--- config.mk ---
export PLATFORM = sky130hd
export DESIGN_NAME = gate_ctrl
export DESIGN_NICKNAME = d
export VERILOG_FILES = /design/src/common/gate_ctrl_pkg.sv /design/src/core/phase_drive.sv /design/src/core/gate_ctrl.sv
export VERILOG_INCLUDE_DIRS = /design/src /design/src/common
export SDC_FILE = /design/constraint.sdc
export NUM_CORES = 1
export LEC_CHECK = 0
export BUFFER_PORTS_ARGS = -buffer_cell sky130_fd_sc_hd__buf_2
export CAP_MARGIN = 20
export CORE_MARGIN = 5
export CORE_UTILIZATION = 55
export CTS_CLUSTER_DIAMETER = 50
export DETAILED_ROUTE_END_ITERATION = 6
export GPL_TIMING_DRIVEN = 0
export PLACE_DENSITY_LB_ADDON = 0.1
export REMOVE_ABC_BUFFERS = 1
export SYNTH_ARGS = -nofsm -noshare
export SYNTH_HDL_FRONTEND = slang
export SYNTH_HIERARCHICAL = 1
export SYNTH_SLANG_ARGS = --single-unit
--- constraint.sdc ---
create_clock -name ref_clk -period 9.3 [get_ports ref_clk]
set_clock_uncertainty 0.1 [all_clocks]
set_input_delay 0.465 -clock ref_clk [delete_from_list [all_inputs] [get_ports ref_clk]]
set_output_delay 0.465 -clock ref_clk [all_outputs]
set_load 0.03 [all_outputs]
--- src/common/gate_ctrl_defines.svh ---
`ifndef GATE_CTRL_DEFINES_SVH
`define GATE_CTRL_DEFINES_SVH

// ****************************************
// clock and timing
// ****************************************
`define CLK_MHZ          200
`define MIN_PULSE_NS     1000
`define MIN_PULSE_CYC    ((`MIN_PULSE_NS * `CLK_MHZ + 999) / 1000)
`define DEAD_TIME_NS     2000
`define DEAD_TIME_CYC    ((`DEAD_TIME_NS * `CLK_MHZ + 999) / 1000)
`define CLEAR_TIME_NS    1650000
`define CLEAR_TIME_CYC   ((`CLEAR_TIME_NS * `CLK_MHZ + 999) / 1000)

// ****************************************
// register offsets
// ****************************************
`define REG_CTRL         8'h00
`define REG_PHASE        8'h04
`define REG_STATUS       8'h08
`define REG_IRQ_STAT     8'h0C
`define REG_IRQ_MASK     8'h10
`define REG_DEAD         8'h14

// ****************************************
// fields
// ****************************************
`define CTRL_RUN_BIT     0
`define CMD_OFF          2'h0
`define CMD_HIGH         2'h1
`define CMD_LOW          2'h2
`define IRQ_FAULT_BIT    0
`define IRQ_READY_BIT    1
`define IRQ_START_BIT    2
`define IRQ_W            3
`define DEAD_W           16

`endif

--- src/common/gate_ctrl_pkg.sv ---
package gate_ctrl_pkg;

	// ****************************************
	// carriers
	// ****************************************
	typedef struct packed {
		logic       psel;
		logic       penable;
		logic       pwrite;
		logic [7:0] paddr;
		logic [31:0] pwdata;
	} apb_req_s;

	typedef struct packed {
		logic high_side_in_u;
		logic high_side_in_v;
		logic high_side_in_w;
		logic low_side_in_u;
		logic low_side_in_v;
		logic low_side_in_w;
	} gate_pins_s;

	typedef logic [1:0] phase_cmd_t;

	typedef enum logic [1:0] {
		PH_OFF,
		PH_HIGH,
		PH_LOW
	} phase_state_e;

endpackage

--- src/core/phase_drive.sv ---
`timescale 1ns/1ps
`include "gate_ctrl_defines.svh"

module phase_drive
	import gate_ctrl_pkg::*;
#(
	parameter int MIN_CYC = `MIN_PULSE_CYC
) (
	// clock and reset
	input  wire logic              ref_clk,
	input  wire logic              nrst,
	// control
	input  wire phase_cmd_t        cmd,
	input  wire logic              allow_high,
	input  wire logic              kill,
	input  wire logic [`DEAD_W-1:0] gap,
	// pins and status
	output logic                   hi_r,
	output logic                   lo_r,
	output logic                   lo_done
);

	localparam logic [`DEAD_W-1:0] MIN_LAST = `DEAD_W'(MIN_CYC - 1);
	localparam logic [`DEAD_W-1:0] CNT_MAX  = '1;

	phase_state_e         state_r;
	logic [`DEAD_W-1:0]   cnt_r;
	logic [`DEAD_W-1:0]   off_len_r;
	logic [`DEAD_W-1:0]   on_len_r;
	logic                 want_high;
	logic                 want_low;

	assign want_high = (cmd == `CMD_HIGH);
	assign want_low  = (cmd == `CMD_LOW);
	assign lo_done   = lo_r && (cnt_r >= MIN_LAST);

	// ****************************************
	// per-phase sequencer
	// ****************************************
	// a change of direction always passes through off, so both inputs are
	// never high together and the gap is at least the dead time
	always_ff @(posedge ref_clk or negedge nrst) begin
		if (!nrst) begin
			state_r <= PH_OFF;
			cnt_r   <= '0;
			hi_r    <= 1'b0;
			lo_r    <= 1'b0;
		end else begin
			case (state_r)
				PH_OFF: begin
					if (!kill && cnt_r >= gap && want_high && allow_high) begin
						state_r <= PH_HIGH;
						hi_r    <= 1'b1;
						cnt_r   <= '0;
					end else if (!kill && cnt_r >= gap && want_low) begin
						state_r <= PH_LOW;
						lo_r    <= 1'b1;
						cnt_r   <= '0;
					end else if (cnt_r != CNT_MAX) begin
						cnt_r <= cnt_r + 1'b1;
					end
				end
				PH_HIGH: begin
					// kill may cut a pulse short: safety beats pulse width
					if (kill || (!want_high && cnt_r >= MIN_LAST)) begin
						state_r <= PH_OFF;
						hi_r    <= 1'b0;
						cnt_r   <= '0;
					end else if (cnt_r != CNT_MAX) begin
						cnt_r <= cnt_r + 1'b1;
					end
				end
				PH_LOW: begin
					if (kill || (!want_low && cnt_r >= MIN_LAST)) begin
						state_r <= PH_OFF;
						lo_r    <= 1'b0;
						cnt_r   <= '0;
					end else if (cnt_r != CNT_MAX) begin
						cnt_r <= cnt_r + 1'b1;
					end
				end
				default: begin
					state_r <= PH_OFF;
					hi_r    <= 1'b0;
					lo_r    <= 1'b0;
					cnt_r   <= '0;
				end
			endcase
		end
	end

	// ****************************************
	// checks
	// ****************************************
	always_ff @(posedge ref_clk or negedge nrst) begin
		if (!nrst) begin
			off_len_r <= '0;
			on_len_r  <= '0;
		end else begin
			off_len_r <= (hi_r || lo_r) ? '0 : ((off_len_r == CNT_MAX) ? off_len_r : off_len_r + 1'b1);
			on_len_r  <= !(hi_r || lo_r) ? '0 : ((on_len_r == CNT_MAX) ? on_len_r : on_len_r + 1'b1);
		end
	end
endmodule

--- src/core/gate_ctrl.sv ---
`timescale 1ns/1ps
`include "gate_ctrl_defines.svh"

// Notes on behaviour
// every phase input is active high; high turns its transistor on
// the module itself blocks simultaneous high and low drive of one phase
// both inputs of a phase stay low for the dead time before either rises
// on and off pulses shorter than one microsecond may be ignored; never emit them; here a kill still ends an on pulse at once
// after power-up the first drive must be a low-side input
// the module pulls its open-drain fault line low while a fault exists
// fault releases itself; restart after clear time needs a new low-side input
// on a seen fault all phase inputs are driven inactive at once
// overcurrent sense above reference triggers overcurrent protection
// enable high runs the gate drivers, enable low shuts them down
// enable may be tied to the fault line, so fault also shuts down
// high supply undervoltage disables only that phase
// low supply undervoltage is a protection event
// built-in timing variant clears faults after 2 ms unless set shorter; the clear wait here is 1.65 ms
// overcurrent forces all gates off and asserts fault
// low supply undervoltage holds fault low; high supply one is not shown
// both inputs of a phase high drives neither gate
// fault clear time is a parameter counted from the end of the fault
// any shutdown source overrides all inputs until it is released
module gate_ctrl
	import gate_ctrl_pkg::*;
#(
	parameter int CLEAR_CYC = `CLEAR_TIME_CYC,
	parameter int MIN_CYC   = `MIN_PULSE_CYC
) (
	// clock and reset
	input  wire logic        ref_clk,
	input  wire logic        nrst,
	// register bus
	input  wire apb_req_s    apb_req,
	output logic [31:0]      prdata,
	output logic             pready,
	output logic             pslverr,
	// module pins
	output gate_pins_s       gate_pins,
	output logic             gate_enable,
	input  wire logic        fault_n,
	// interrupt
	output logic             irq
);

	localparam int CW = $clog2(CLEAR_CYC + 1);
	localparam logic [`DEAD_W-1:0] MIN_W = `DEAD_W'(MIN_CYC);

	// ****************************************
	// declarations
	// ****************************************
	logic                 run_r;
	logic [5:0]           phase_cmd_r;
	logic [`DEAD_W-1:0]   dead_r;
	logic [`IRQ_W-1:0]    irq_stat_r;
	logic [`IRQ_W-1:0]    irq_mask_r;
	logic [`IRQ_W-1:0]    irq_evt;
	logic [31:0]          prdata_r;
	logic                 irq_r;
	logic                 fault_meta_r;
	logic                 fault_sync_r;
	logic                 fault_d_r;
	logic                 fault_s;
	logic [CW-1:0]        clear_cnt_r;
	logic                 clear_busy;
	logic                 started_r;
	logic                 gate_enable_r;
	logic                 kill;
	logic [`DEAD_W-1:0]   gap;
	logic [2:0]           hi_v;
	logic [2:0]           lo_v;
	logic [2:0]           lo_done_v;
	logic                 setup;
	logic                 wr;

	function automatic logic reg_known(input logic [7:0] a);
		reg_known = (a == `REG_CTRL) || (a == `REG_PHASE) || (a == `REG_STATUS) ||
			(a == `REG_IRQ_STAT) || (a == `REG_IRQ_MASK) || (a == `REG_DEAD);
	endfunction

	function automatic logic [`DEAD_W-1:0] max_gap(input logic [`DEAD_W-1:0] a,
		input logic [`DEAD_W-1:0] b);
		max_gap = (a > b) ? a : b;
	endfunction

	// ****************************************
	// fault line synchroniser
	// ****************************************
	always_ff @(posedge ref_clk or negedge nrst) begin
		if (!nrst) begin
			fault_meta_r <= 1'b1;
			fault_sync_r <= 1'b1;
			fault_d_r    <= 1'b0;
		end else begin
			fault_meta_r <= fault_n;
			fault_sync_r <= fault_meta_r;
			fault_d_r    <= fault_s;
		end
	end

	assign fault_s = !fault_sync_r;

	// ****************************************
	// fault clear wait
	// ****************************************
	// the module may restart on its own after its clear time; holding the
	// inputs off for the same time keeps that restart under our control
	always_ff @(posedge ref_clk or negedge nrst) begin
		if (!nrst) begin
			clear_cnt_r <= '0;
		end else if (fault_s) begin
			clear_cnt_r <= CW'(CLEAR_CYC);
		end else if (clear_cnt_r != '0) begin
			clear_cnt_r <= clear_cnt_r - 1'b1;
		end
	end

	assign clear_busy = (clear_cnt_r != '0);
	assign kill       = !run_r || fault_s || clear_busy;

	// ****************************************
	// start sequence and enable
	// ****************************************
	always_ff @(posedge ref_clk or negedge nrst) begin
		if (!nrst) begin
			started_r <= 1'b0;
		end else if (kill) begin
			started_r <= 1'b0;
		end else if (|lo_done_v) begin
			started_r <= 1'b1;
		end
	end

	always_ff @(posedge ref_clk or negedge nrst) begin
		if (!nrst) begin
			gate_enable_r <= 1'b0;
		end else begin
			gate_enable_r <= !kill;
		end
	end

	assign gate_enable = gate_enable_r;

	// ****************************************
	// phase sequencers
	// ****************************************
	assign gap = max_gap(dead_r, MIN_W);

	for (genvar p = 0; p < 3; p++) begin : g_phase
		phase_drive #(
			.MIN_CYC    (MIN_CYC)
		) u_phase (
			.ref_clk    (ref_clk),
			.nrst       (nrst),
			.cmd        (phase_cmd_r[2*p +: 2]),
			.allow_high (started_r),
			.kill       (kill),
			.gap        (gap),
			.hi_r       (hi_v[p]),
			.lo_r       (lo_v[p]),
			.lo_done    (lo_done_v[p])
		);
	end

	assign gate_pins.high_side_in_u = hi_v[0];
	assign gate_pins.high_side_in_v = hi_v[1];
	assign gate_pins.high_side_in_w = hi_v[2];
	assign gate_pins.low_side_in_u  = lo_v[0];
	assign gate_pins.low_side_in_v  = lo_v[1];
	assign gate_pins.low_side_in_w  = lo_v[2];

	// ****************************************
	// register bus
	// ****************************************
	// zero wait state: read data is captured in the setup cycle
	assign setup   = apb_req.psel && !apb_req.penable;
	assign wr      = apb_req.psel && apb_req.penable && apb_req.pwrite &&
		reg_known(apb_req.paddr);
	assign pready  = 1'b1;
	assign pslverr = apb_req.psel && apb_req.penable && !reg_known(apb_req.paddr);
	assign prdata  = prdata_r;

	always_ff @(posedge ref_clk or negedge nrst) begin
		if (!nrst) begin
			run_r       <= 1'b0;
			phase_cmd_r <= '0;
			dead_r      <= `DEAD_W'(`DEAD_TIME_CYC);
			irq_mask_r  <= '0;
		end else if (wr) begin
			if (apb_req.paddr == `REG_CTRL) begin
				run_r <= apb_req.pwdata[`CTRL_RUN_BIT];
			end else if (apb_req.paddr == `REG_PHASE) begin
				phase_cmd_r <= apb_req.pwdata[5:0];
			end else if (apb_req.paddr == `REG_IRQ_MASK) begin
				irq_mask_r <= apb_req.pwdata[`IRQ_W-1:0];
			end else if (apb_req.paddr == `REG_DEAD) begin
				dead_r <= apb_req.pwdata[`DEAD_W-1:0];
			end
		end
	end

	always_ff @(posedge ref_clk or negedge nrst) begin
		if (!nrst) begin
			prdata_r <= '0;
		end else if (setup) begin
			if (apb_req.paddr == `REG_CTRL) begin
				prdata_r <= {31'h0, run_r};
			end else if (apb_req.paddr == `REG_PHASE) begin
				prdata_r <= {26'h0, phase_cmd_r};
			end else if (apb_req.paddr == `REG_STATUS) begin
				prdata_r <= {22'h0, gate_enable_r, lo_v, hi_v, clear_busy, started_r,
					fault_s};
			end else if (apb_req.paddr == `REG_IRQ_STAT) begin
				prdata_r <= {29'h0, irq_stat_r};
			end else if (apb_req.paddr == `REG_IRQ_MASK) begin
				prdata_r <= {29'h0, irq_mask_r};
			end else if (apb_req.paddr == `REG_DEAD) begin
				prdata_r <= {16'h0, dead_r};
			end else begin
				prdata_r <= '0;
			end
		end
	end

	// ****************************************
	// interrupts
	// ****************************************
	always_comb begin
		irq_evt = '0;
		irq_evt[`IRQ_FAULT_BIT] = fault_s && !fault_d_r;
		irq_evt[`IRQ_READY_BIT] = (clear_cnt_r == CW'(1)) && !fault_s;
		irq_evt[`IRQ_START_BIT] = !started_r && !kill && (|lo_done_v);
	end

	// a new event wins over a write-one-to-clear in the same cycle
	always_ff @(posedge ref_clk or negedge nrst) begin
		if (!nrst) begin
			irq_stat_r <= '0;
		end else if (wr && apb_req.paddr == `REG_IRQ_STAT) begin
			irq_stat_r <= (irq_stat_r & ~apb_req.pwdata[`IRQ_W-1:0]) | irq_evt;
		end else begin
			irq_stat_r <= irq_stat_r | irq_evt;
		end
	end

	always_ff @(posedge ref_clk or negedge nrst) begin
		if (!nrst) begin
			irq_r <= 1'b0;
		end else begin
			irq_r <= |(irq_stat_r & irq_mask_r);
		end
	end

	assign irq = irq_r;
endmodule

# Word-level counts from Yosys, hierarchy flattened
# Index checks and enable logic that the tools add are counted.
# word_totals
reg_bits	146
input_bits	46
output_inout_bits	42
elab_cells	234
# op_classes
n_addsub	4
magnitude_cmp	7
n_eq_ne	40
n_mux	66
n_bitwise	14
reduce_logical	78
# op_table
op	n
2-to-1 mux 16 bit	20
case mux 16 bit (3 select lines)	3
2-to-1 mux 32 bit	2
adder 16 x 1 -> 16 bit (second input constant)	3
greater-or-equal comparator 16 bit	3
greater-or-equal comparator 16 x 8 -> 1 bit (second input constant)	3
!= test 16 bit (second input constant)	3
2-to-1 mux 19 bit	2
logical AND 1 bit	31
!= test 2 x 1 -> 1 bit (second input constant)	13
2-to-1 mux 2 bit	12
AND reduction 3 bit	7
equality test 19 x 1 -> 1 bit (second input constant)	1
nonzero test 19 bit	1
subtractor 19 x 1 -> 19 bit (second input constant)	1
case mux 1 bit (3 select lines)	6
case mux 2 bit (3 select lines)	3
2-to-1 mux 1 bit	17
equality test 8 x 4 -> 1 bit (second input constant)	2
equality test 8 x 5 -> 1 bit (second input constant)	2
> comparator 16 x 8 -> 1 bit (second input constant)	1
AND reduction 4 bit	4
logical NOT 1 bit	13
logical OR 1 bit	13
other kinds (16)	43

# Logic depth before layout (Yosys ltp)
# Gate-level depths: netlist (run 1).
# depth
word_depth	9
depth_mapped	13
depth_no_buf	12

# Modules after synthesis
# Netlist (run 1), hierarchy kept.
# by_module_without_submodules
module	instances	cells_per_inst	area_each_um2	seq_area_each_um2
gate_ctrl	1	359	3758.6	1757.9
phase_drive (g_phase[0].u_phase ...)	2	184	1664.1	500.5
phase_drive (g_phase[2].u_phase)	1	171	1501.4	500.5

# Least setup slack after synthesis (run 1)
# Ideal clock, no wire load.
# synth_path
path_kind	reg2reg
startpoint	register clear_cnt_r[14]
endpoint	register g_phase[2].u_phase.cnt_r[10]
setup_ps	72
arrival_time_ps	3022
required_ps	9128
setup_slack_ps	6107
stages_incl_launch_ff	10
path_buffers	2
synth_period_minus_slack_ps	3193
path_cell_list	dfrtp_1 > nor4_1 > and4_1 > buf_2 > nand4_1 > or3b_2 > o22ai_2 > a21oi_4 > buf_6 > nor2_1
# synth_between
elab_chain_cells	8
word_cells_on_any_way	14
classes_between	mux (5); reduce/logical (9)
# synth_lines
item	line	text
from (decl)	gate_ctrl.sv:64	logic [CW-1:0] clear_cnt_r;
from (signal assigned)	gate_ctrl.sv:112	clear_cnt_r <= CW'(CLEAR_CYC);
from (signal assigned)	gate_ctrl.sv:114	clear_cnt_r <= clear_cnt_r - 1'b1;
nonzero test 19 bit *	gate_ctrl.sv:118	assign clear_busy = (clear_cnt_r != '0);
logical OR 1 bit *	gate_ctrl.sv:119	assign kill = !run_r || fault_s || clear_busy;
net kill	gate_ctrl.sv:68	logic kill;
logical NOT 1 bit	phase_drive.sv:51, phase_drive.sv:55	
logical AND 1 bit	phase_drive.sv:51, phase_drive.sv:55	
logical AND 1 bit (on tied branches)	phase_drive.sv:55, phase_drive.sv:51	
2-to-1 mux 16 bit / logical AND 1 bit (equally long branches)	phase_drive.sv:55, phase_drive.sv:51	
2-to-1 mux 16 bit	phase_drive.sv:51	if (!kill && cnt_r >= gap && want_high && allow_high) begin
case mux 16 bit (3 select lines) *	phase_drive.sv:49	case (state_r)
to (signal assigned)	phase_drive.sv:60	cnt_r <= cnt_r + 1'b1;
to (signal assigned)	phase_drive.sv:70	cnt_r <= cnt_r + 1'b1;
to (signal assigned)	phase_drive.sv:79	cnt_r <= cnt_r + 1'b1;
to (decl)	phase_drive.sv:27	logic [`DEAD_W-1:0] cnt_r;
# The timed path passes the listed nets; every way through them passes the cells marked *.
# A chain may end at the register's enable or synchronous reset.

# Final worst setup path (run 1)
# layout_path
startpoint	register clear_cnt_r[14]
endpoint	register g_phase[2].u_phase.cnt_r[15]
# The elaborated chain is that of the path after synthesis.

==> results.cfg, run 1 <==
[outcome]
run_status = finished clean

[timing]
grt_setup_unrepaired = false
final_max_slew_viol_count = 0
fmax_ghz = 0.238
setup_violations = 0
tightest_slew_ps = 1030
tns_ps = 0
timing_hold_violations_final = 0
final_period_minus_worst_setup_slack_ps = 4200
relSlewSlack_pct = 31.3
timing.final.crit_share_pct = 45.1

[detailed_routing]
viasPerCell = 6.13
starting_drt_drc_count = 559
drtAntennaViolNets = 0
detail_route.wirelength_um = 21600
drt_pre_antenna_iters = 5
drt-wirelength-per-cell_um = 18.6
drc = 0
routed-via-count = 7107

[synthesis]
synth_enable_flop_cells = 0
synthMostInstantiatedCell = dfrtp_1
share_of_the_synthesized_area_in_the_top_cell_type_pct = 36.4
synth_cells = 898
synth_cell_type_count = 78
synthDominantAreaCellType = dfrtp_1
synth_ff_type = dfrtp_1
synth.cells.most_frequent = dfrtp_1, inv_1, a21oi_1
synth_area_um2 = 8590
synth.avg_cell_area_um2 = 9.56
synth_seq_area_share_pct = 38.0
synthesis.yosys.warnings = 6
synth_area_leaders = dfrtp_1, ha_1, a21oi_1, inv_1, mux2_2
synth_async_sr_flop_share_pct = 100
ys_seq_elements = 130

[final_layout]
fill_cells = 1269
syn2layout_area_growth_pct = 10.7
antenna-diode-count = 0
multi_input_comb_area_um2 = 4840
drive_above_1_share_pct = 18.8
fin_nets = 1036
utilization_pct = 62.3
final_cell_area_um2 = 9510
finalNonFillerCells = 1160
final-seq-area_um2 = 3260

[power_and_ir_drop]
internal_power_mw = 1.00
sequentialPowerShare_pct = 43.7
power.clock.fraction_pct = 48.3
static-leakage-power_nw = 4.18
power.density_cell_area_nw_per_um2 = 141
power_switching_share_pct = 25.4
power.net_switching_mw = 0.342
max-vdd-ir-drop_mv = 0.134
power.share.combinational_pct = 8.0

[clocking]
clk_latency_ps = 430
cts_max_path_buffers = 2
cts_repair_resize_count = 0
clk_pin_slew_worst_paths_ps = 60
clock_tree.htree_level_count = 4
clock_tree.root_cell = clkbuf_16
cts_buffers = 17
tritoncts_num_sinks = 130
cts_tree = built
hold_buffers = 1
post_cts_buffers = 0

[floorplanning]
dieArea_um2 = 18200
design.portCount = 88
chipWidth_um = 135
core_area_um2 = 15300
std_cell_rows = 45
initial_utilization_pct = 56.3
fp.dieH_um = 135

[job]
max-cap-violations = 0

[global_routing]
grt_pass1_vias = 6901
grt_start_max_net_pins = 79
grt-ovfl-total = 0
grt_usage_pct = 24.2
grt_pass1_wl_um = 35300
antenna_found_initial = 0

[setup_path]
crit_type = flip-flop to flip-flop
worst_setup_path_start_kind = flip-flop
worst_setup_path_end_kind = flip-flop
path_max_fanout = 22
critPathArrivalTime_ps = 4430
crit_path_max_incr_delay_ps = 850
worst_path_cell_trace = nor4_1 -> and4_1 -> nand4_1 -> or3b_2 -> o22ai_2 -> a21oi_4 -> nor3b_1
worstPathRequired_ps = 9540
cp_slowest_cell = nand4_1

[placement]
gp_routability_congestion = 0.864
placed_area_um2 = 8930
place.port_buffers = 54
numPlacedInstances = 1127
dp_hpwl_um = 15700

[worst_hold_path]
hold_path_class = primary input to flip-flop
flip-flops by register name (all words and copies together), names as in the netlist:
register / cells
phase_cmd_r: 6
g_phase.u_phase/cnt_r: 48
started_r: 1
g_phase.u_phase/lo_r: 3
clear_cnt_r: 19
g_phase.u_phase/state_r: 6
irq_mask_r: 3
prdata: 16
run_r: 1
dead_r: 16
fault_d_r: 1
irq_stat_r: 3
irq: 1
fault_sync_r: 1
fault_meta_r: 1
gate_enable: 1
g_phase.u_phase/hi_r: 3
metal layers:
layer / global-route usage (%) / vias up / wire, µm
li1: - / 3323 / -
met1: 32.5 / 3516 / 9740
met2: 39.4 / 241 / 10200
met3: 5.14 / 27 / 1240
met4: 7.73 / 0 / 406
met5: 0 / - / 0
path summary, 6_finish.rpt:
| path | from | end | slack (ps) | cells after the start |
|---|---|---|---|---|
| setup / recovery | clear_cnt_r[14] | g_phase[2].u_phase/cnt_r[15] | 5100 | 7 |
| hold reg to reg | fault_meta_r | fault_sync_r | 260 | 0 |
| hold / removal | fault_n | fault_meta_r | 40 | 1 |
| min in group asynchronous | nrst | g_phase[2].u_phase/cnt_r[1] | 470 | 2 |
| setup reg to reg | clear_cnt_r[14] | g_phase[2].u_phase/cnt_r[15] | 5100 | 7 |
| max in group asynchronous | nrst | fault_sync_r | 7830 | 3 |
layout make-up:
cell class	count	share of cell area, %
inverter	68	2.68
clock inverter	13	1.46
sequential	130	34.3
clock buffer	19	4.55
multi-input combinational	662	50.9
timing repair buffer	57	3.38
tap	211	2.78
metrics by stage:
stage                     worst slack [ps]  total power, mW  hold slack, ps
final                                 5100             1.34            41.1
after CTS                             5210             1.35            35.7
after global placement                5000            0.696             249
after detailed placement              5230            0.703             248
after floorplan                       5910            0.657            69.4
after global routing                  4790             1.39            31.6
cell usage in the layout, fill, tap and decap left out, drive strengths merged, types with 7 or more instances in the layout:
cell type and instances:
dfrtp 125, a21oi 82, inv 68, nand2 56, buf 56, ha 54, nor2 41, nand3 38
mux2 31, o21ai 29, xnor2 26, nor4 26, nand2b 24, nor3 20, nand4 20, clkbuf 19
conb 17, mux2i 16, nor2b 15, and3 11, a211oi 11, or3 10, or2 9, and4 8
clkinvlp 8, o31ai 7, a22o 7, a31oi 7, a2111oi 7
critical path, delay by kind of cell, from the launching register on:
family / cells / cell delay, ps
simple gates: 5 / 3240
compound gates: 2 / 360
flops: 1 / 400
cells by family (layout without fill, tap and decap cells):
logic type,Yosys count,after routing,synth area share [%]
and+or+nand+nor,310,310,20.8
adders and majority gates,54,54,7.87
buffers and inverters,121,157,6.54
DFF,130,130,38.0
other,2,17,0.0874
AOI/OAI and AO/OA,202,202,17.1
muxes,47,47,6.37
xor gates and xnor gates,32,32,3.26
power groups by stage:
stage	clock network (mW)	logic, mW	registers [mW]
finish	0.650	0.107	0.587
global route	0.685	0.118	0.588
CTS	0.660	0.107	0.587
detailed placement	0	0.106	0.597
global placement	0	0.0999	0.596
floorplan	0	0.0623	0.594
No activity file was read; power rests on OpenSTA's default activity.
==> run 2: changes to the inputs <==
ABC_AREA = 1   (was not set)
clock period = 3.7 ns   (was 9.3 ns; I/O delays follow)
==> run 2 against run 1 <==
Compared with the run above:
- area after synthesis increased by 20%
- register-to-register slack got worse by 4800 ps
- sequential share of layout area decreased by 5.8 points
- highest routed layer unchanged
- critical path type unchanged
- critical path depth grew 13
- global-route usage rose by 1.2 points
- largest cell class unchanged
- worst setup slack got worse by 4800 ps
- non-clock buffer count rose by 23
- via count rose by 34%
==> results.cfg, run 2 <==
[outcome]
run_status = finished clean

[synthesis]
synthDominantAreaCellType = dfrtp_1
ys_seq_elements = 130
synth_async_sr_flop_share_pct = 100
synth_cells = 1477
synth.avg_cell_area_um2 = 6.95
synthMostInstantiatedCell = nand2_1
synthesis.yosys.warnings = 6
synth_area_leaders = dfrtp_1, nand2_1, inv_1, nand3_1, ha_1
synth.cells.most_frequent = nand2_1, inv_1, nand3_1
synth_seq_area_share_pct = 31.7
synth_cell_type_count = 46
synth_area_um2 = 10300
synth_enable_flop_cells = 0
share_of_the_synthesized_area_in_the_top_cell_type_pct = 30.5
synth_ff_type = dfrtp_1

[setup_path]
critical_path.most_common_cell = nand2_1
critical-path-top-delay-family = simple AND/OR/NAND/NOR gates
worstPathRequired_ps = 3910
timing.critical_path.depth = 20
path_max_fanout = 17
worst_setup_path_start_kind = flip-flop
worst_setup_path_end_kind = flip-flop
cp_slowest_cell = dfstp_2
r2r_start = dead_r[7]
crit_path_max_incr_delay_ps = 530
crit_path_end = g_phase[0].u_phase/lo_r
ff2ff_setup_slack_ps = 260
critPathArrivalTime_ps = 3650
cp.buffers_inverters = 2
worst_path_cell_trace = nand2_1 -> o21bai_1 -> o21ai_0 -> inv_1 -> nor2_1 -> inv_1 -> ha_1 -> nand2_1 -> nor2_1 -> nor2_1 -> nand2_1 -> nand2_1 -> nand2_1 -> nand2_1 -> nand2_1 -> nand3_2 -> nand2_1 -> nand2_1 -> nand2_1 -> nand2_1
start_point_of_the_critical_path = dead_r[7]
crit_type = flip-flop to flip-flop
worstReg2RegEnd = g_phase[0].u_phase/lo_r
r2r.worst_path.cells = 20

[timing]
timing.final.ws_setup_ps = 258
fmax_ghz = 0.291
grt_setup_unrepaired = false
relSlewSlack_pct = 53.7
setup_violations = 0
tightest_slew_ps = 691
timing.final.crit_share_pct = 93.0
final_max_slew_viol_count = 0
tns_ps = 0
final_period_minus_worst_setup_slack_ps = 3440
timing_hold_violations_final = 0

[power_and_ir_drop]
max-vdd-ir-drop_mv = 0.267
power.density_cell_area_nw_per_um2 = 295
finalPower_mw = 3.38
static-leakage-power_nw = 6.44

[placement]
place.port_buffers = 54
pre_cts_slack_ps = 74.9
dp_hpwl_um = 19300
gp_routability_congestion = 0.879

[clocking]
tritoncts_num_sinks = 130
cts_max_path_buffers = 2
clock_tree.root_cell = clkbuf_16
clk_pin_slew_worst_paths_ps = 60
clock_tree.htree_level_count = 4
post_cts_buffers = 0
cts_tree = built
clk_latency_ps = 420
cts_buffers = 17

[detailed_routing]
drt-wirelength-per-cell_um = 15.0
drc = 0
drt_pre_antenna_iters = 5
drtAntennaViolNets = 0
starting_drt_drc_count = 863
routed-via-count = 9528
detail_route.wirelength_um = 26700
viasPerCell = 5.35

[global_routing]
grt_pass1_wl_um = 45000
grt_usage_pct = 25.4
grt_pass1_vias = 8898
antenna_found_initial = 0
grt_start_max_net_pins = 78
grt-ovfl-total = 0

[floorplanning]
chipWidth_um = 147
std_cell_rows = 50
core_area_um2 = 18500
fp.dieH_um = 147
design.portCount = 88
dieArea_um2 = 21500
initial_utilization_pct = 55.4

[final_layout]
drive_above_1_share_pct = 14.0
fin_nets = 1634
largest_reg_flops = 48
antenna-diode-count = 0
fill_cells = 1711
registers.top_by_ff_count = g_phase.u_phase/cnt_r
mostFrequentLayoutCells = nand2_1, inv_1, nand3_1, dfrtp_1, nor2_1
commonest_non_fill_non_tap_cell_in_the_layout = nand2_1
syn2layout_area_growth_pct = 11.5
reg_top3 = g_phase.u_phase/cnt_r x48, clear_cnt_r x19

[worst_hold_path]
hold_path_class = primary input to flip-flop

[job]
max-cap-violations = 0
## run 2: cell types whose count changed in the layout (fill, tap and decap cells not counted), moves of 27 or more
cell / change
nand2_1: +305
xor2_1: +27
inv_1: +170
nand4_1: +55
nand3_1: +111
nor2_1: +80
## run 2: what timing repair did
| item | CTS | global route |
|---|---|---|
| endpoints found under the hold margin | 80 | 0 |
| setup endpoints to repair | 0 | 52 |
| hold buffers | 18 | 0 |
| gates resized for setup | 0 | 7 |
## run 2: routing by layer
| metal | wire length, µm | global-route usage, % | part of all wire [%] | up-vias |
|---|---|---|---|---|
| met5 | 0 | 0 | 0 | - |
| li1 | - | - | - | 4808 |
| met2 | 12300 | 40.4 | 46 | 284 |
| met3 | 1590 | 3.72 | 6.0 | 33 |
| met1 | 12400 | 36.1 | 46 | 4403 |
| met4 | 412 | 7.57 | 1.5 | 0 |
## run 2: power breakdown
part	switching, mW	internal (mW)
clock network	0.698	1.02
registers	0.0165	1.44
logic	0.143	0.0638
## run 2: logic make-up after synthesis
| group | Yosys count | synth area share (%) |
|---|---|---|
| xor gates and xnor gates | 35 | 2.99 |
| adders and majority gates | 54 | 6.58 |
| buffers and inverters | 311 | 13.1 |
| other | 2 | 0.0731 |
| DFF | 130 | 31.7 |
| AOI/OAI and AO/OA | 128 | 7.85 |
| and+or+nand+nor | 817 | 37.7 |
## run 2: how the worst min path moves through the flow
stage	from	endpoint	slack (ps)	depth (start not counted)
2_1_floorplan	nrst	clear_cnt_r[0]	-210	0
3_3_place_gp	fault_n	fault_meta_r	190	1
3_5_place_dp	nrst	clear_cnt_r[15]	80	1
4_1_cts	apb_req[41]	prdata[6]	110	4
5_1_grt	apb_req[41]	prdata[9]	140	4
6_report	apb_req[41]	prdata[6]	100	4
## run 2: final cells by class
class                   instances  area [µm²]  share of cell area, %
repair buffers                 80         579                   5.06
well taps                     234         293                   2.56
flip-flops and latches        130        3260                   28.5
clock buffers                  18         439                   3.84
clock inverters                14         156                   1.37
inverters                     254         955                   8.34
multi-input cells            1051        5760                   50.4
## run 2: metrics by stage
| step | util, % | area (µm²) | hold WS (ps) | std cells |
|---|---|---|---|---|
| final | 61.8 | 11400 | 104 | 1781 |
| after global routing | 61.8 | 11400 | 142 | 1781 |
| after CTS | 61.6 | 11400 | 106 | 1781 |
| after detailed placement | 57.4 | 10600 | 78.0 | 1731 |
| after global placement | 56.7 | 10500 | 191 | 1723 |
| after floorplan | - | 9940 | -211 | 1435 |
## run 2: worst register-to-register path, delay by kind of cell (launching register included)
family / cells / cell delay (ps)
flip-flops: 1 / 530
buffers and inverters: 2 / 270
AO/OA/AOI/OAI: 2 / 490
adder cells (fa/ha/maj): 1 / 310
AND/OR/NAND/NOR: 15 / 1660
==> run 3: changes to the inputs <==
BUFFER_PORTS_ARGS = -buffer_cell sky130_fd_sc_hd__buf_4   (was -buffer_cell sky130_fd_sc_hd__buf_2)
SYNTH_HIERARCHICAL = not set   (was 1)
==> run 3 against run 2 <==
Compared with the run above:
- combinational power grew 13%
- die area shrank 4.5%
- critical path depth shrank 1
- worst setup slack gained 140 ps
- total power grew 2.4%
- sequential cell count is the same
- register-to-register slack gained 140 ps
- clock-buffer cell count shrank 1
- cell area shrank 2.7%
- final cell count shrank 3.4%
- global-route usage grew 1.2 points
- highest routed layer unchanged
- first-iteration DRC count shrank 4.2%
==> results.cfg, run 3 <==
[synthesis]
post_synth_xor_area_fraction_pct = 2.51
synthesis.yosys.warnings = 0
synth_seq_area_share_pct = 33.4
dominant_combinational_cell_family_by_area_after_synthesis = simple AND/OR/NAND/NOR gates
synth_cell_type_count = 49
share_of_the_synthesized_area_in_the_top_cell_type_pct = 32.0
muxShareOfSynthArea_pct = 1.50
synth_area_leaders = dfrtp_1, nand2_1, nand3_1, inv_1, ha_1
synth_async_sr_flop_share_pct = 100
synthDominantAreaCellType = dfrtp_1
synth_area_um2 = 9770
synth-simple-area-share_pct = 37.0
ys_seq_elements = 130
adder_and_majority_cell_fraction_of_the_synthesized_area_pct = 6.79
synth_ff_type = dfrtp_1
synth-compound-area-share_pct = 7.29
synth_enable_flop_cells = 0
synth_cells = 1419
synth.avg_cell_area_um2 = 6.88
synthMostInstantiatedCell = nand2_1
synth.cells.most_frequent = nand2_1, inv_1, nand3_1

[timing]
final_max_slew_viol_count = 0
fmax_ghz = 0.303
timing_hold_violations_final = 0
relSlewSlack_pct = 39.5
final_period_minus_worst_setup_slack_ps = 3300
setup_violations = 0
tns_ps = 0
tightest_slew_ps = 900
timing.final.crit_share_pct = 89.2
fin_hold_ws_ps = 22.7
timing.final.ws_setup_ps = 400
grt_setup_unrepaired = false

[setup_path]
r2r_start = dead_r[7]
critical_path.most_common_cell = nand2_1
critPathArrivalTime_ps = 3580
worstPathRequired_ps = 3980
cp.buffers_inverters = 2
cp_slowest_cell = dfstp_2
worstReg2RegEnd = g_phase[1].u_phase.lo_r
crit_type = flip-flop to flip-flop
ff2ff_setup_slack_ps = 400
worst_path_cell_trace = nand2_1 -> o21bai_1 -> o21ai_1 -> inv_1 -> nor2_1 -> ha_1 -> nand2_1 -> inv_1 -> nand2_1 -> nand2_1 -> nor2_1 -> nand2_1 -> nand2_1 -> nand2_1 -> nand3_2 -> nand2_1 -> nand2_1 -> nand2_1 -> nand2_1
critical-path-top-delay-family = simple AND/OR/NAND/NOR gates
crit_path_max_incr_delay_ps = 550
r2r.worst_path.cells = 19
worst_setup_path_start_kind = flip-flop
path_max_fanout = 17
worst_setup_path_end_kind = flip-flop

[worst_hold_path]
hold-path-cell-count = 4
holdCritStartpoint = apb_req[41]
hold_path_class = primary input to flip-flop
min_delay_endpoint = prdata[6]

[final_layout]
syn2layout_area_growth_pct = 14.0
utilization_pct = 64.2
commonest_non_fill_non_tap_cell_in_the_layout = nand2_1
reg_top3 = g_phase.u_phase.cnt_r x48, clear_cnt_r x19
mostFrequentLayoutCells = nand2_1, inv_1, nand3_1, nor2_1, dfrtp_1
registers.top_by_ff_count = g_phase.u_phase.cnt_r
fin_nets = 1581
antenna-diode-count = 0
drive_above_1_share_pct = 9.83
largest_reg_flops = 48

[global_routing]
antenna_found_initial = 0
grt_use_met3_pct = 4.69
global_route.peak_usage_layer = met2
global_routing_usage_on_met2_pct = 44.5
grtUsageMet1_pct = 34.8
grt-ovfl-total = 0
grt_start_max_net_pins = 71
grt_usage_pct = 26.6
grt_pass1_wl_um = 43700
grt_pass1_vias = 8869

[detailed_routing]
drt-wirelength-per-cell_um = 15.6
routed-via-count = 9551
drtAntennaViolNets = 0
drc = 0
drt_pre_antenna_iters = 5
viasPerCell = 5.55
starting_drt_drc_count = 827
detail_route.wirelength_um = 26800

[clocking]
cts_max_path_buffers = 2
tritoncts_num_sinks = 130
clk_latency_ps = 440
clock_tree.root_cell = clkbuf_16
clk_pin_slew_worst_paths_ps = 70
cts_tree = built
clock_tree.htree_level_count = 4
cts_buffers = 17

[placement]
gp_routability_congestion = 0.869
pre_cts_slack_ps = 40.3
dp_hpwl_um = 19200
place.port_buffers = 54

[power_and_ir_drop]
power.density_cell_area_nw_per_um2 = 311
max-vdd-ir-drop_mv = 0.345
static-leakage-power_nw = 5.98

[job]
max-cap-violations = 0

[floorplanning]
initial_utilization_pct = 56.3
chipWidth_um = 143
std_cell_rows = 48
core_area_um2 = 17400
design.portCount = 88
dieArea_um2 = 20500
fp.dieH_um = 143

[outcome]
run_status = finished clean
[run 3: changes by cell type in the layout (fill, tap and decap cells not counted), sizes merged, moves of 6 or more]
| cell | change |
|---|---|
| o31ai | +7 |
| o211ai | +6 |
| inv | -41 |
| nand3 | +11 |
| xor2 | -9 |
| nand4 | +7 |
| nand2 | -21 |
| mux2 | +13 |
| nor2 | +18 |
| nor3 | -16 |
| o21ai | -31 |
[run 3: worst reg2reg max path, cell delays in order (launching register included)]
cell and delay (ps):
dfstp_2 550, nand2_1 70, o21bai_1 160, o21ai_1 300, inv_1 150, nor2_1 400
ha_1 320, nand2_1 60, inv_1 40, nand2_1 70, nand2_1 50, nor2_1 80
nand2_1 50, nand2_1 60, nand2_1 110, nand3_2 340, nand2_1 120, nand2_1 100
nand2_1 50, nand2_1 60
[run 3: worst max path at each step]
stage / startpoint / end / cells past startpoint / slack, ps
floorplan: dead_r[7] / g_phase[1].u_phase.lo_r / 16 / 790
global placement: dead_r[7] / g_phase[1].u_phase.lo_r / 16 / 50
detailed placement: dead_r[7] / g_phase[0].u_phase.cnt_r[14] / 17 / 40
CTS: dead_r[7] / g_phase[1].u_phase.lo_r / 17 / 40
global route: dead_r[7] / g_phase[1].u_phase.lo_r / 18 / 110
finish: dead_r[7] / g_phase[1].u_phase.lo_r / 19 / 400
[run 3: report_power, final]
group	switching, mW	leakage (nW)	internal, mW
clock	0.746	0.299	1.03
combinational	0.153	4.00	0.0789
sequential	0.0154	1.68	1.44
total	0.915	5.98	2.55
[run 3: layout make-up]
type	count	area, µm²
clock buffers	17	425
inverters	206	776
flip-flops and latches	130	3260
fillers	1546	6220
clock inverters	15	185
well taps	225	282
repair buffers	85	741
multi-input cells	1042	5470
[run 3: per-layer routing]
layer	share of wire, %	up-vias
met2	48	310
met3	5.4	57
met5	0	-
met4	2.8	0
met1	43	4459
li1	-	4725
[run 3: kinds of logic (layout without fill, tap and decap cells)]
logic type / after synthesis / count (layout)
adder cells (fa/ha/maj): 53 / 53
AND/OR/NAND/NOR: 807 / 807
buffers and inverters: 262 / 323
XOR/XNOR: 28 / 28
other: 2 / 17
AO/OA/AOI/OAI: 124 / 124
flip-flops: 130 / 130
multiplexers: 13 / 13
[run 3: timing repair]
item / CTS / global route
endpoints found under the setup margin: 0 / 49
hold endpoints to repair: 88 / 0
hold buffers: 18 / 0
buffers inserted: 0 / 3
resized for setup: 0 / 4
[run 3: metrics by stage]
| stage | area, µm² | total power, mW | instances |
|---|---|---|---|
| finish | 11100 | 3.46 | 1720 |
| global route | 11100 | 3.58 | 1720 |
| CTS | 11100 | 3.48 | 1716 |
| detailed placement | 10300 | 1.70 | 1666 |
| global placement | 10200 | 1.69 | 1657 |
| floorplan | 9480 | 1.60 | 1378 |
